File: config.mk
export PLATFORM = sky130hd
export DESIGN_NAME = irc_mask_ctrl
export DESIGN_NICKNAME = d
export VERILOG_FILES = /design/src/hw/irc_pkg.sv /design/src/hw/irc_mask_ctrl.sv
export SDC_FILE = /design/constraint.sdc
export NUM_CORES = 1
export LEC_CHECK = 0
export ABC_AREA = 1
export BUFFER_PORTS_ARGS = -buffer_cell sky130_fd_sc_hd__buf_2
export CORE_AREA = 2 2 73 89
export CTS_BUF_LIST = sky130_fd_sc_hd__clkbuf_16
export CTS_CLUSTER_DIAMETER = 200
export DETAILED_ROUTE_END_ITERATION = 6
export DIE_AREA = 0 0 75 91
export PLACE_DENSITY = 0.64
export RECOVER_POWER = 25
export SYNTH_ARGS = -nofsm -noshare
export SYNTH_HDL_FRONTEND = slang
export SYNTH_SLANG_ARGS = --single-unit
File: constraint.sdc
create_clock -name core_clk -period 1.7 [get_ports core_clk]
set_input_delay 0 -clock core_clk [delete_from_list [all_inputs] [get_ports core_clk]]
set_output_delay 0 -clock core_clk [all_outputs]
set_load 0.03 [all_outputs]
File: src/hw/irc_pkg.sv
package irc_pkg;
    // register map (word offsets on the plain register port)
    localparam logic [1:0] IRC_ADDR_ENABLE_WRITE = 2'h0;
    localparam logic [1:0] IRC_ADDR_ENABLE_READ = 2'h1;
    localparam logic [1:0] IRC_ADDR_REQUEST_WRITE = 2'h2;
    localparam logic [1:0] IRC_ADDR_REQUEST_READ = 2'h3;
    // field positions
    localparam int IRC_POS_POLARITY = 15;
    localparam int IRC_POS_MASTER = 14;
    localparam int IRC_POS_HIGH_EXT = 13;
    localparam int IRC_POS_DISK_MATCH = 12;
    localparam int IRC_POS_RX_FULL = 11;
    localparam int IRC_POS_SOUND3 = 10;
    localparam int IRC_POS_SOUND0 = 7;
    localparam int IRC_POS_COPIER = 6;
    localparam int IRC_POS_FRAME = 5;
    localparam int IRC_POS_COPROC = 4;
    localparam int IRC_POS_LOW_EXT = 3;
    localparam int IRC_POS_SOFT = 2;
    localparam int IRC_POS_DISK_DONE = 1;
    localparam int IRC_POS_TX_EMPTY = 0;
    // reset values
    localparam logic [14:0] IRC_ENABLE_RST = 15'h0000;
    localparam logic [14:0] IRC_REQUEST_RST = 15'h0000;
    localparam logic [2:0] IRC_IPL_IDLE_N = 3'h7;
endpackage

File: src/hw/irc_mask_ctrl.sv
// Design decisions made here: the plain strobed port and the register addresses.
`timescale 1ns/1ns
// Behaviour
// - write with bit 15 high sets every selected bit
// - write with bit 15 low clears every selected bit
// - unselected bits 14..0 keep their value
// - reads return stored bits 14..0, bit 15 reads zero
// - request and enable bits share positions per source
// - master enable low blocks every level
// - master enable bit never requests by itself
// - high external line low sets bit 13, level 6
// - low external line low sets bit 3, level 2
// - frame blank start sets bit 5, level 3
// - bit 4 belongs to coprocessor, set by write, level 3
// - bits 10..7 flag sound channels 3..0, level 4
// - sound done pulse supplied by channel for dma or manual mode
// - block copier done sets bit 6, level 3
// - disk pattern match sets bit 12, level 5
// - disk transfer done sets bit 1, level 1
// - receive buffer full sets bit 11, level 5
// - transmit buffer empty sets bit 0, level 1
// - set writes to requests behave as hardware sources
// - only levels 1 to 6 ever produced
// - request counts only while its enable bit is set
module irc_mask_ctrl
    import irc_pkg::*;
(
    // clock and reset
    input wire logic core_clk,
    input wire logic sys_rst,
    // register port
    input wire logic [1:0] reg_addr,
    input wire logic [15:0] reg_wdata,
    input wire logic reg_wr,
    input wire logic reg_rd,
    output logic [15:0] reg_rdata,
    // on-chip event pulses, same clock
    input wire logic frame_blank_evt,
    input wire logic block_copier_done_evt,
    input wire logic [3:0] sound_done_evt,
    input wire logic disk_pattern_match_evt,
    input wire logic disk_transfer_done_evt,
    input wire logic rx_full_evt,
    input wire logic tx_empty_evt,
    // external lines, asynchronous, active low
    input wire logic ext_low_irq_n,
    input wire logic ext_high_irq_n,
    // processor priority lines, active low
    output logic proc_priority_line_2_n,
    output logic proc_priority_line_1_n,
    output logic proc_priority_line_0_n
);

    // level of a single source position
    function automatic logic [2:0] irc_level(input int pos);
        case (pos)
            IRC_POS_HIGH_EXT: irc_level = 3'h6;
            IRC_POS_DISK_MATCH, IRC_POS_RX_FULL: irc_level = 3'h5;
            IRC_POS_FRAME, IRC_POS_COPIER, IRC_POS_COPROC: irc_level = 3'h3;
            IRC_POS_LOW_EXT: irc_level = 3'h2;
            IRC_POS_SOFT, IRC_POS_DISK_DONE, IRC_POS_TX_EMPTY: irc_level = 3'h1;
            default: begin
                if (pos >= IRC_POS_SOUND0 && pos <= IRC_POS_SOUND3) begin
                    irc_level = 3'h4;
                end else begin
                    irc_level = 3'h0; // master bit, no level
                end
            end
        endcase
    endfunction

    // selected bits changed by a write of the given polarity
    function automatic logic [14:0] irc_apply(input logic [14:0] cur, input logic [15:0] wd);
        if (wd[IRC_POS_POLARITY]) begin
            irc_apply = cur | wd[14:0];
        end else begin
            irc_apply = cur & ~wd[14:0];
        end
    endfunction

    logic [1:0] low_sync_q, low_sync_d;
    logic [1:0] high_sync_q, high_sync_d;
    logic [14:0] enable_q, enable_d;
    logic [14:0] request_q, request_d;
    logic [15:0] rdata_q, rdata_d;
    logic [2:0] ipl_n_q, ipl_n_d;
    logic [14:0] hw_set;
    logic [14:0] pending;

    // external lines cross into the clock domain through two flops
    always_comb begin
        low_sync_d = {low_sync_q[0], ext_low_irq_n};
        high_sync_d = {high_sync_q[0], ext_high_irq_n};
    end

    // hardware set sources; external lines are levels, so they re-set while held low
    always_comb begin
        hw_set = '0;
        hw_set[IRC_POS_HIGH_EXT] = ~high_sync_q[1];
        hw_set[IRC_POS_LOW_EXT] = ~low_sync_q[1];
        hw_set[IRC_POS_FRAME] = frame_blank_evt;
        hw_set[IRC_POS_SOUND3:IRC_POS_SOUND0] = sound_done_evt;
        hw_set[IRC_POS_COPIER] = block_copier_done_evt;
        hw_set[IRC_POS_DISK_MATCH] = disk_pattern_match_evt;
        hw_set[IRC_POS_DISK_DONE] = disk_transfer_done_evt;
        hw_set[IRC_POS_RX_FULL] = rx_full_evt;
        hw_set[IRC_POS_TX_EMPTY] = tx_empty_evt;
    end

    // register writes, then hardware sets on top so a set beats a same-cycle clear
    always_comb begin
        enable_d = enable_q;
        request_d = request_q;
        if (reg_wr && reg_addr == IRC_ADDR_ENABLE_WRITE) begin
            enable_d = irc_apply(enable_q, reg_wdata);
        end
        if (reg_wr && reg_addr == IRC_ADDR_REQUEST_WRITE) begin
            request_d = irc_apply(request_q, reg_wdata);
        end
        request_d = request_d | hw_set;
        request_d[IRC_POS_MASTER] = 1'b0;
    end

    // read port, data one cycle after the strobe; unmapped reads give zero
    always_comb begin
        rdata_d = 16'h0000;
        if (reg_rd && reg_addr == IRC_ADDR_ENABLE_READ) begin
            rdata_d = {1'b0, enable_q};
        end else if (reg_rd && reg_addr == IRC_ADDR_REQUEST_READ) begin
            rdata_d = {1'b0, request_q};
        end
    end

    // priority encode of enabled requests; bit 14 excluded so it never raises a level
    assign pending = request_q & enable_q & ~(15'h0001 << IRC_POS_MASTER);
    always_comb begin
        logic [2:0] lvl;
        lvl = 3'h0;
        for (int i = 0; i < 15; i++) begin
            if (pending[i] && irc_level(i) > lvl) begin
                lvl = irc_level(i);
            end
        end
        if (!enable_q[IRC_POS_MASTER]) begin
            lvl = 3'h0;
        end
        ipl_n_d = ~lvl;
    end

    // state registers
    always_ff @(posedge core_clk or posedge sys_rst) begin
        if (sys_rst) begin
            low_sync_q <= 2'h3;
            high_sync_q <= 2'h3;
            enable_q <= IRC_ENABLE_RST;
            request_q <= IRC_REQUEST_RST;
            rdata_q <= 16'h0000;
            ipl_n_q <= IRC_IPL_IDLE_N;
        end else begin
            low_sync_q <= low_sync_d;
            high_sync_q <= high_sync_d;
            enable_q <= enable_d;
            request_q <= request_d;
            rdata_q <= rdata_d;
            ipl_n_q <= ipl_n_d;
        end
    end

    assign reg_rdata = rdata_q;
    assign proc_priority_line_2_n = ipl_n_q[2];
    assign proc_priority_line_1_n = ipl_n_q[1];
    assign proc_priority_line_0_n = ipl_n_q[0];

    // checks
    a_set_write_sets: assert property (@(posedge core_clk) disable iff (sys_rst)
        reg_wr && reg_addr == IRC_ADDR_ENABLE_WRITE && reg_wdata[15]
        |=> ((enable_q & $past(reg_wdata[14:0])) == $past(reg_wdata[14:0])))
        else $error("set write did not set enable bits");
    a_clear_write_clears: assert property (@(posedge core_clk) disable iff (sys_rst)
        reg_wr && reg_addr == IRC_ADDR_ENABLE_WRITE && !reg_wdata[15]
        |=> ((enable_q & $past(reg_wdata[14:0])) == 15'h0000))
        else $error("clear write did not clear enable bits");
    a_unselected_kept: assert property (@(posedge core_clk) disable iff (sys_rst)
        reg_wr && reg_addr == IRC_ADDR_ENABLE_WRITE
        |=> ((enable_q & ~$past(reg_wdata[14:0])) == ($past(enable_q) & ~$past(reg_wdata[14:0]))))
        else $error("unselected enable bit changed");
    a_read_enable: assert property (@(posedge core_clk) disable iff (sys_rst)
        reg_rd && reg_addr == IRC_ADDR_ENABLE_READ |=> reg_rdata == {1'b0, $past(enable_q)})
        else $error("enable read data wrong");
    a_master_blocks: assert property (@(posedge core_clk) disable iff (sys_rst)
        !enable_q[IRC_POS_MASTER] |=> ipl_n_q == 3'h7)
        else $error("level shown with master enable low");
    a_no_master_req: assert property (@(posedge core_clk) disable iff (sys_rst)
        !request_q[IRC_POS_MASTER])
        else $error("master bit became a request");
    a_high_ext_sets: assert property (@(posedge core_clk) disable iff (sys_rst)
        !ext_high_irq_n [*3] |=> request_q[IRC_POS_HIGH_EXT])
        else $error("high external line did not set flag");
    a_level_six: assert property (@(posedge core_clk) disable iff (sys_rst)
        enable_q[IRC_POS_MASTER] && pending[IRC_POS_HIGH_EXT] |=> ipl_n_q == 3'h1)
        else $error("high external not at level 6");
    a_frame_sets: assert property (@(posedge core_clk) disable iff (sys_rst)
        frame_blank_evt |=> request_q[IRC_POS_FRAME])
        else $error("frame blank flag lost");
    a_never_seven: assert property (@(posedge core_clk) disable iff (sys_rst)
        ipl_n_q != 3'h0)
        else $error("level 7 produced");
    a_idle_high: assert property (@(posedge core_clk) disable iff (sys_rst)
        pending == 15'h0000 |=> ipl_n_q == 3'h7)
        else $error("lines not idle with nothing pending");
    a_tx_level_one: assert property (@(posedge core_clk) disable iff (sys_rst)
        enable_q[IRC_POS_MASTER] && pending == 15'h0001 |=> ipl_n_q == 3'h6)
        else $error("transmit empty not at level 1");

    // request register writes; hardware sets are left out since they win over a clear
    a_req_set_write: assert property (@(posedge core_clk) disable iff (sys_rst)
        reg_wr && reg_addr == IRC_ADDR_REQUEST_WRITE && reg_wdata[IRC_POS_POLARITY]
        |=> ((request_q & $past(reg_wdata[14:0]) & ~(15'h0001 << IRC_POS_MASTER))
            == ($past(reg_wdata[14:0]) & ~(15'h0001 << IRC_POS_MASTER))))
        else $error("set write did not set request bits");
    a_req_clear_write: assert property (@(posedge core_clk) disable iff (sys_rst)
        reg_wr && reg_addr == IRC_ADDR_REQUEST_WRITE && !reg_wdata[IRC_POS_POLARITY]
        |=> ((request_q & $past(reg_wdata[14:0]) & ~$past(hw_set)) == 15'h0000))
        else $error("clear write did not clear request bits");
    a_req_unselected: assert property (@(posedge core_clk) disable iff (sys_rst)
        reg_wr && reg_addr == IRC_ADDR_REQUEST_WRITE
        |=> ((request_q & ~$past(reg_wdata[14:0]) & ~$past(hw_set))
            == ($past(request_q) & ~$past(reg_wdata[14:0]) & ~$past(hw_set))))
        else $error("unselected request bit changed");
    a_req_holds: assert property (@(posedge core_clk) disable iff (sys_rst)
        !(reg_wr && reg_addr == IRC_ADDR_REQUEST_WRITE) && hw_set == 15'h0000
        |=> $stable(request_q))
        else $error("request changed with no write and no event");
    a_enable_holds: assert property (@(posedge core_clk) disable iff (sys_rst)
        !(reg_wr && reg_addr == IRC_ADDR_ENABLE_WRITE)
        |=> $stable(enable_q))
        else $error("enable changed with no write");

    // read port; data stand for exactly one cycle, zero otherwise
    a_read_request: assert property (@(posedge core_clk) disable iff (sys_rst)
        reg_rd && reg_addr == IRC_ADDR_REQUEST_READ
        |=> reg_rdata == {1'b0, $past(request_q)})
        else $error("request read data wrong");
    a_read_idle: assert property (@(posedge core_clk) disable iff (sys_rst)
        !reg_rd
        |=> reg_rdata == 16'h0000)
        else $error("read data shown without a read");
    a_read_wr_addr: assert property (@(posedge core_clk) disable iff (sys_rst)
        reg_rd && (reg_addr == IRC_ADDR_ENABLE_WRITE || reg_addr == IRC_ADDR_REQUEST_WRITE)
        |=> reg_rdata == 16'h0000)
        else $error("read of a write address gave data");
    a_read_top_zero: assert property (@(posedge core_clk) disable iff (sys_rst)
        reg_rdata[IRC_POS_POLARITY] == 1'b0)
        else $error("read data bit 15 set");

    // source flags; each event pulse must land in its own request bit
    a_low_ext_sets: assert property (@(posedge core_clk) disable iff (sys_rst)
        !ext_low_irq_n [*3]
        |=> request_q[IRC_POS_LOW_EXT])
        else $error("low external line did not set flag");
    a_sound_sets: assert property (@(posedge core_clk) disable iff (sys_rst)
        sound_done_evt != 4'h0
        |=> ((request_q[IRC_POS_SOUND3:IRC_POS_SOUND0] & $past(sound_done_evt)) == $past(sound_done_evt)))
        else $error("sound done flag lost");
    a_copier_sets: assert property (@(posedge core_clk) disable iff (sys_rst)
        block_copier_done_evt
        |=> request_q[IRC_POS_COPIER])
        else $error("block copier flag lost");
    a_match_sets: assert property (@(posedge core_clk) disable iff (sys_rst)
        disk_pattern_match_evt
        |=> request_q[IRC_POS_DISK_MATCH])
        else $error("disk pattern flag lost");
    a_disk_done_sets: assert property (@(posedge core_clk) disable iff (sys_rst)
        disk_transfer_done_evt
        |=> request_q[IRC_POS_DISK_DONE])
        else $error("disk transfer flag lost");
    a_rx_sets: assert property (@(posedge core_clk) disable iff (sys_rst)
        rx_full_evt
        |=> request_q[IRC_POS_RX_FULL])
        else $error("receive full flag lost");
    a_tx_sets: assert property (@(posedge core_clk) disable iff (sys_rst)
        tx_empty_evt
        |=> request_q[IRC_POS_TX_EMPTY])
        else $error("transmit empty flag lost");

    // write-only sources: no hardware path may raise them
    a_coproc_write: assert property (@(posedge core_clk) disable iff (sys_rst)
        reg_wr && reg_addr == IRC_ADDR_REQUEST_WRITE && reg_wdata[IRC_POS_POLARITY] && reg_wdata[IRC_POS_COPROC]
        |=> request_q[IRC_POS_COPROC])
        else $error("coprocessor flag not set by write");
    a_coproc_only: assert property (@(posedge core_clk) disable iff (sys_rst)
        !(reg_wr && reg_addr == IRC_ADDR_REQUEST_WRITE) && !request_q[IRC_POS_COPROC]
        |=> !request_q[IRC_POS_COPROC])
        else $error("coprocessor flag rose without a write");
    a_soft_write: assert property (@(posedge core_clk) disable iff (sys_rst)
        reg_wr && reg_addr == IRC_ADDR_REQUEST_WRITE && reg_wdata[IRC_POS_POLARITY] && reg_wdata[IRC_POS_SOFT]
        |=> request_q[IRC_POS_SOFT])
        else $error("software flag not set by write");
    a_soft_only: assert property (@(posedge core_clk) disable iff (sys_rst)
        !(reg_wr && reg_addr == IRC_ADDR_REQUEST_WRITE) && !request_q[IRC_POS_SOFT]
        |=> !request_q[IRC_POS_SOFT])
        else $error("software flag rose without a write");

    // level per priority group, checked with the higher groups empty
    a_level_five: assert property (@(posedge core_clk) disable iff (sys_rst)
        enable_q[IRC_POS_MASTER] && !pending[IRC_POS_HIGH_EXT]
            && (pending[IRC_POS_DISK_MATCH] || pending[IRC_POS_RX_FULL])
        |=> ipl_n_q == 3'h2)
        else $error("disk match or receive not at level 5");
    a_level_four: assert property (@(posedge core_clk) disable iff (sys_rst)
        enable_q[IRC_POS_MASTER] && pending[IRC_POS_HIGH_EXT:IRC_POS_RX_FULL] == 3'h0
            && pending[IRC_POS_SOUND3:IRC_POS_SOUND0] != 4'h0
        |=> ipl_n_q == 3'h3)
        else $error("sound done not at level 4");
    a_level_three: assert property (@(posedge core_clk) disable iff (sys_rst)
        enable_q[IRC_POS_MASTER] && pending[IRC_POS_HIGH_EXT:IRC_POS_SOUND0] == 7'h00
            && pending[IRC_POS_COPIER:IRC_POS_COPROC] != 3'h0
        |=> ipl_n_q == 3'h4)
        else $error("frame, copier or coprocessor not at level 3");
    a_level_two: assert property (@(posedge core_clk) disable iff (sys_rst)
        enable_q[IRC_POS_MASTER] && pending[IRC_POS_HIGH_EXT:IRC_POS_COPROC] == 10'h000
            && pending[IRC_POS_LOW_EXT]
        |=> ipl_n_q == 3'h5)
        else $error("low external not at level 2");
    a_level_one: assert property (@(posedge core_clk) disable iff (sys_rst)
        enable_q[IRC_POS_MASTER] && pending[IRC_POS_HIGH_EXT:IRC_POS_LOW_EXT] == 11'h000
            && pending[IRC_POS_SOFT:IRC_POS_TX_EMPTY] != 3'h0
        |=> ipl_n_q == 3'h6)
        else $error("level 1 group not at level 1");

    // masking: with every source enable low nothing may reach the lines
    a_all_masked: assert property (@(posedge core_clk) disable iff (sys_rst)
        enable_q[IRC_POS_HIGH_EXT:IRC_POS_TX_EMPTY] == 14'h0000
        |=> ipl_n_q == IRC_IPL_IDLE_N)
        else $error("level shown with every source masked");
    // lines only move after the registers that feed them have moved
    a_lines_stand: assert property (@(posedge core_clk) disable iff (sys_rst)
        $stable(request_q) && $stable(enable_q)
        |=> $stable(ipl_n_q))
        else $error("priority lines moved with no cause");

endmodule // irc_mask_ctrl

==> results of run 1 <==
cell families (layout without fill, tap and decap cells):
family          count (synthesis)  count (layout)  synth area share, %
compound gates                 43              43                 10.8
buf+inv                        43             124                 8.41
flops                          51              51                 59.6
other cells                     1               1                0.174
simple gates                  107             107                 21.0
layer usage:
metal / part of all wire, % / vias up / GRT usage (%)
li1: - / 938 / -
met1: 42 / 847 / 18.2
met2: 52 / 45 / 27.2
met3: 3.7 / 12 / 2.89
met4: 2.9 / 0 / 7.59
met5: 0 / - / 0
cell usage after synthesis (all sizes together):
cell     n
a21oi   11
buf      5
clkbuf   3
conb     1
dfrtp   44
dfstp    7
inv     35
nand2   82
nand3   19
nand4    1
nor2     3
nor3     2
o21ai   18
o22ai   14
stage by stage:
| step | setup slack, ns | area [sq um] | utilization [%] | hold slack, ns |
|---|---|---|---|---|
| finish | 0.421 | 2910 | 49.1 | -0.00178 |
| global route | 0.287 | 2910 | 49.1 | 0.0119 |
| CTS | 0.427 | 2910 | 49.1 | 0.000660 |
| detailed placement | 0.501 | 2510 | 42.2 | 0.0646 |
| global placement | 0.555 | 2510 | 42.2 | 0.0643 |
| floorplan | 0.482 | 2160 | - | 0.00448 |
power breakdown:
group	leakage, nW	switching [mW]	internal, mW	total, mW
combinational	0.775	0.314	0.199	0.513
clock	0.0674	0.433	0.543	0.975
sequential	0.598	0.0798	1.35	1.43
total	1.44	0.827	2.09	2.92
worst paths after layout:
check                              start             to  cells after the start
max                        request_q[12]  request_q[12]                      3
min                        reg_wdata[13]  request_q[13]                      3
max reg2reg                request_q[12]  request_q[12]                      3
min reg2reg                low_sync_q[0]  low_sync_q[1]                      0
max in group asynchronous        sys_rst  low_sync_q[0]                      4
min in group asynchronous        sys_rst   reg_rdata[5]                      3
area by class of cell:
class                      instances  area, sq um
fill                             581         3020
sequential                        51         1280
multi-input combinational        151          689
timing repair buffer              81          558
inverter                          35          131
clock buffer                       5          125
tap                               82          103
clock inverter                     3         20.0
cell usage in the layout (no fill, tap or decap), drive strengths merged:
cell	synthesis	routed
nor2	3	3
conb	1	1
nand3	19	19
a21oi	11	11
buf	5	55
clkbuf	3	5
nand2	82	82
dlygate4sd3	0	26
inv	35	35
dfrtp	44	44
nor3	2	2
dfstp	7	7
clkinv	0	2
o22ai	14	14
o21ai	18	18
nand4	1	1
clkinvlp	0	1
worst max-delay path: cells and delay by family (launching register included):
kind,cells,cell delay (ns)
AND/OR/NAND/NOR,1,0.06
AO/OA/AOI/OAI,1,0.15
flip-flops,1,0.40
buffers and inverters,1,0.56
==> key figures, run 1 <==
STA
  – Fmax: 0.782 GHz
  – Max transition margin: 38.5%
  – Post-route setup TNS: 0 ns
  – Final Hold Viols: 1
  – Minimum clock period: 1.28 ns
  – RSZ-0062 raised after global routing: false
  – Crit share post-route: 75.2%
  – Hold_ws: -0.00178 ns
  – Pins over their slew limit: 0
  – Worst Tran Pin Value: slightly above 0.9 ns
  – Clock Skew: 0.00682 ns
  – Setup violators final: 0

Power
  – Power Total: roughly 2.9 mW
  – Power Dens Cells: ~1000 nW/um^2
  – Static Leakage: about 1.4 nW
  – VDD IR max: about 0.41 mV

Placement
  – Gpl congestion: 0.793
  – Cell Count Post-Placement: 374
  – Post-DP HPWL: around 3300 um
  – I/O Buffers: 51

Floorplanning
  – Die span in y: 91 um
  – Core Footprint: 5930 sq um
  – Area of the die: around 7000 sq um
  – Initial Utilization: a little over a third
  – IO Count: 53
  – Row count: 31
  – Die W: 75 um

Global route
  – Initial antenna violation count: 0
  – Gr ovfl total: 0
  – Vias in the first global route: around 1,800
  – Largest net degree at the start of global routing: 29
  – Total GRT Usage: between 15 and 20%
  – First-pass GRT wire length: 8180 um

Route
  – Remaining DRCs: 0
  – Routed vias/inst: 4.51
  – Total routed wirelength: 4850 um
  – First-pass DRT Iterations: 4
  – ANT nets after route: 0
  – Routed len/inst: 11.9 um
  – Initial DRC Count: just over 90
  – Via Count: 1,842

Worst setup path
  – Cells along the critical path: a21oi_1 -> nand2_1 -> dlygate4sd3_1
  – R2r setup slk: 0.42 ns
  – Worst setup EP type: register
  – Worst EP arrival: between 1 and 1.5 ns
  – WS Path Type: register to register
  – Slowest stage cell on the critical path: dlygate4sd3_1
  – Delay of the slowest cell on the worst path: 0.56 ns
  – Worst Path Max Fanout: 3
  – Critical path launch point type: register
  – Req. time, crit path: 1.87 ns

Yosys
  – Yosys reg bits: 51
  – Largest area contributor in the netlist: dfrtp_1
  – Sequential-to-total area share from yosys stat: 59.6%
  – Synthesized net count: 279
  – Syn Area/Cell: 8.80 sq um
  – Syn. warnings: 0
  – Ranking of synthesized cells by area: dfrtp_1 51%, nand2_1 14%, dfstp_2 8.5%
  – Cells after synthesis: 245
  – Netlist Area Pre-Place: about 2200 sq um
  – Distinct cells, synth: 18
  – Area share of the largest cell type after synthesis: 51.1%

Clocking
  – Post-cts resize count: 0
  – CTS sink count: 51
  – Clock Tree Buf Depth: 2
  – Clock slew at reported path FFs: 0.07 ns
  – CTS Root Cell: clkbuf_16
  – H-Tree Depth: 2
  – TritonCTS buffer count: 5
  – Clock latency on the worst-skew pair: 0.29 ns
  – CTS Hold Bufs: 26
  – CTS tree: built
  – Setup bufs post-CTS: 0

Status
  – Violated checks: hold timing
  – Status: finished with violations

Layout
  – Diode count: 0
  – Area Overhead vs Synth: 35.1%
  – Fin cells: between 400 and 500
  – Fin nets: 359
  – Share of cells above drive strength 1: between 20 and 25%

Job
  – Max-cap viol count: 0

Min path
  – HP Class: primary input to register
Power figures use the tool's default switching activity.
==> run 2: changes to the inputs <==
- clock period: 1.7 -> 1.2 ns (I/O delays scaled with it)
==> run 2 against run 1 <==
  * The run now ends clean
  * Fmax up 29%
  * Die area unchanged
  * Register-to-register slack worse by 0.22 ns
  * Largest cell class unchanged
  * Cell area up 0.60%
==> key figures, run 2 (synthesized netlist as in run 1, its figures left out) <==
Power
  – VDD IR max: 0.938 mV (+130%)
  – Power Dens Cells: 1470 nW/um^2 (+46%)
  – Static Leakage: 1.47 nW (+2.3%)
  – Power Total: 4.30 mW (+47%)

Layout
  – Commonest non-fill, non-tap cell in the layout: nand2_1
  – Share of cells above drive strength 1: 22.1% (unchanged)
  – Fill cell count: 581 (unchanged)
  – Fin nets: 359 (unchanged)
  – Area Overhead vs Synth: 35.9%
  – Post-layout instance area: 2930 sq um (+0.60%)
  – Core Util, Final: 49.4% (+0.30 points)
  – Diode count: 0 (unchanged)
  – Most frequent cells in the layout: 82 x nand2_1, 50 x buf_2, 44 x dfrtp_1

Min path
  – HP Class: primary input to register

Worst setup path
  – Reg2reg path depth: 6 (+3)
  – WS Path Type: register to register
  – R2r startpoint: request_q[7]
  – Critical path launch point type: register
  – Req. time, crit path: 1.42 ns (-0.45 ns)
  – Worst Path Max Fanout: 3 (unchanged)
  – R2r setup slk: 0.21 ns (-0.22 ns)
  – Critical Path Source: request_q[7]
  – Worst setup path end: ipl_n_q[0]
  – FF-to-FF End: ipl_n_q[0]
  – Worst EP arrival: 1.21 ns (-0.24 ns)
  – Worst setup EP type: register

Clocking
  – H-Tree Depth: 2 (unchanged)
  – Clock latency on the worst-skew pair: 0.29 ns (about the same)
  – CTS sink count: 51 (unchanged)
  – Setup bufs post-CTS: 0 (unchanged)
  – CTS tree: built
  – CTS Root Cell: clkbuf_16
  – Post-cts resize count: 0 (unchanged)
  – Clock slew at reported path FFs: 0.06 ns (about the same)
  – Clock Tree Buf Depth: 2 (unchanged)
  – CTS Hold Bufs: 25 (-3.8%)
  – TritonCTS buffer count: 5 (unchanged)

Placement
  – Post-DP HPWL: 3110 um (-5.2%)
  – Gpl congestion: 0.782 (-1.4%)
  – I/O Buffers: 51 (unchanged)
  – Placed Instance Area: 2530 sq um (+0.95%)

STA
  – Fmax: 1.01 GHz (+29%)
  – Worst Tran Pin Value: 0.661 ns (-0.260 ns)
  – Minimum clock period: 0.995 ns (-0.284 ns)
  – Max transition margin: 55.9% (+17 points)
  – Crit share post-route: 82.9% (+7.7 points)
  – Final Hold Viols: 0 (-1)
  – Hold_ws: 0.000160 ns (+0.00194 ns)
  – RSZ-0062 raised after global routing: false
  – Post-route setup TNS: 0 ns (unchanged)
  – Pins over their slew limit: 0 (unchanged)
  – Clock Skew: 0.00437 ns (-0.00244 ns)
  – Setup violators final: 0 (unchanged)

Route
  – ANT nets after route: 0 (unchanged)
  – Remaining DRCs: 0 (unchanged)
  – First-pass DRT Iterations: 4 (unchanged)
  – Via Count: 1,858 (+0.87%)
  – Initial DRC Count: 112 (+22%)
  – Routed vias/inst: 4.55 (+0.87%)
  – Total routed wirelength: 4870 um (+0.35%)
  – Routed len/inst: 11.9 um (+0.35%)

Status
  – Status: completed

Global route
  – Initial antenna violation count: 0 (unchanged)
  – Total GRT Usage: 15.5% (-0.30 points)
  – First-pass GRT wire length: 8160 um (-0.34%)
  – Vias in the first global route: 1,835 (+0.16%)
  – Largest net degree at the start of global routing: 52 (+79%)
  – Gr ovfl total: 0 (unchanged)

Job
  – Max-cap viol count: 0 (unchanged)

Floorplanning
  – Core Footprint: 5930 sq um (unchanged)
  – Initial Utilization: 36.3% (unchanged)
  – Die W: 75 um (unchanged)
  – Die span in y: 91 um (unchanged)
  – Area of the die: 6830 sq um (unchanged)
  – IO Count: 53 (unchanged)
  – Row count: 31 (unchanged)
[run 2: per-layer routing]
metal	routed length (um)	track usage, %	share of wire (%)	vias up
met5	0	0	0	-
met4	74	5.36	1.5	0
met3	232	3.22	4.8	6
met2	2490	25.8	51	52
met1	2080	19.5	43	868
li1	-	-	-	932
[run 2: cell type report]
class / instances / area, sq um / area share, %
inverters: 35 / 135 / 4.61
repair buffers: 81 / 554 / 18.9
multi-input cells: 151 / 689 / 23.5
well taps: 82 / 103 / 3.50
flip-flops and latches: 51 / 1280 / 43.9
clock buffers: 5 / 125 / 4.27
clock inverters: 3 / 37.5 / 1.28
[run 2: critical path: stages (launching register included)]
cell     delay, ns
dfrtp_1       0.40
nand2_1       0.07
nand2_1       0.05
nor2_1        0.19
nand2_1       0.08
nand2_1       0.07
nand2_1       0.05
[run 2: per-stage QoR]
step	std cells	setup slack (ns)
2_1_floorplan	245	0.325
3_3_place_gp	375	0.237
3_5_place_dp	375	0.216
4_1_cts	408	0.198
5_1_grt	408	0.0912
6_report	408	0.205
[run 2: worst min path at each step]
stage,cells past startpoint,end,from
2_1_floorplan,0,high_sync_q[0],ext_high_irq_n
5_1_grt,3,register,reg_wdata[14]
3_5_place_dp,3,reg_rdata[2],sys_rst
3_3_place_gp,3,reg_rdata[2],sys_rst
4_1_cts,3,register,reg_wdata[14]
6_report,3,register,reg_wdata[14]
[run 2: power breakdown]
| group | switching, mW | leakage (nW) | internal (mW) |
|---|---|---|---|
| logic | 0.441 | 0.789 | 0.286 |
| clock network | 0.579 | 0.0864 | 0.968 |
| registers | 0.110 | 0.598 | 1.92 |
| total | 1.13 | 1.47 | 3.17 |
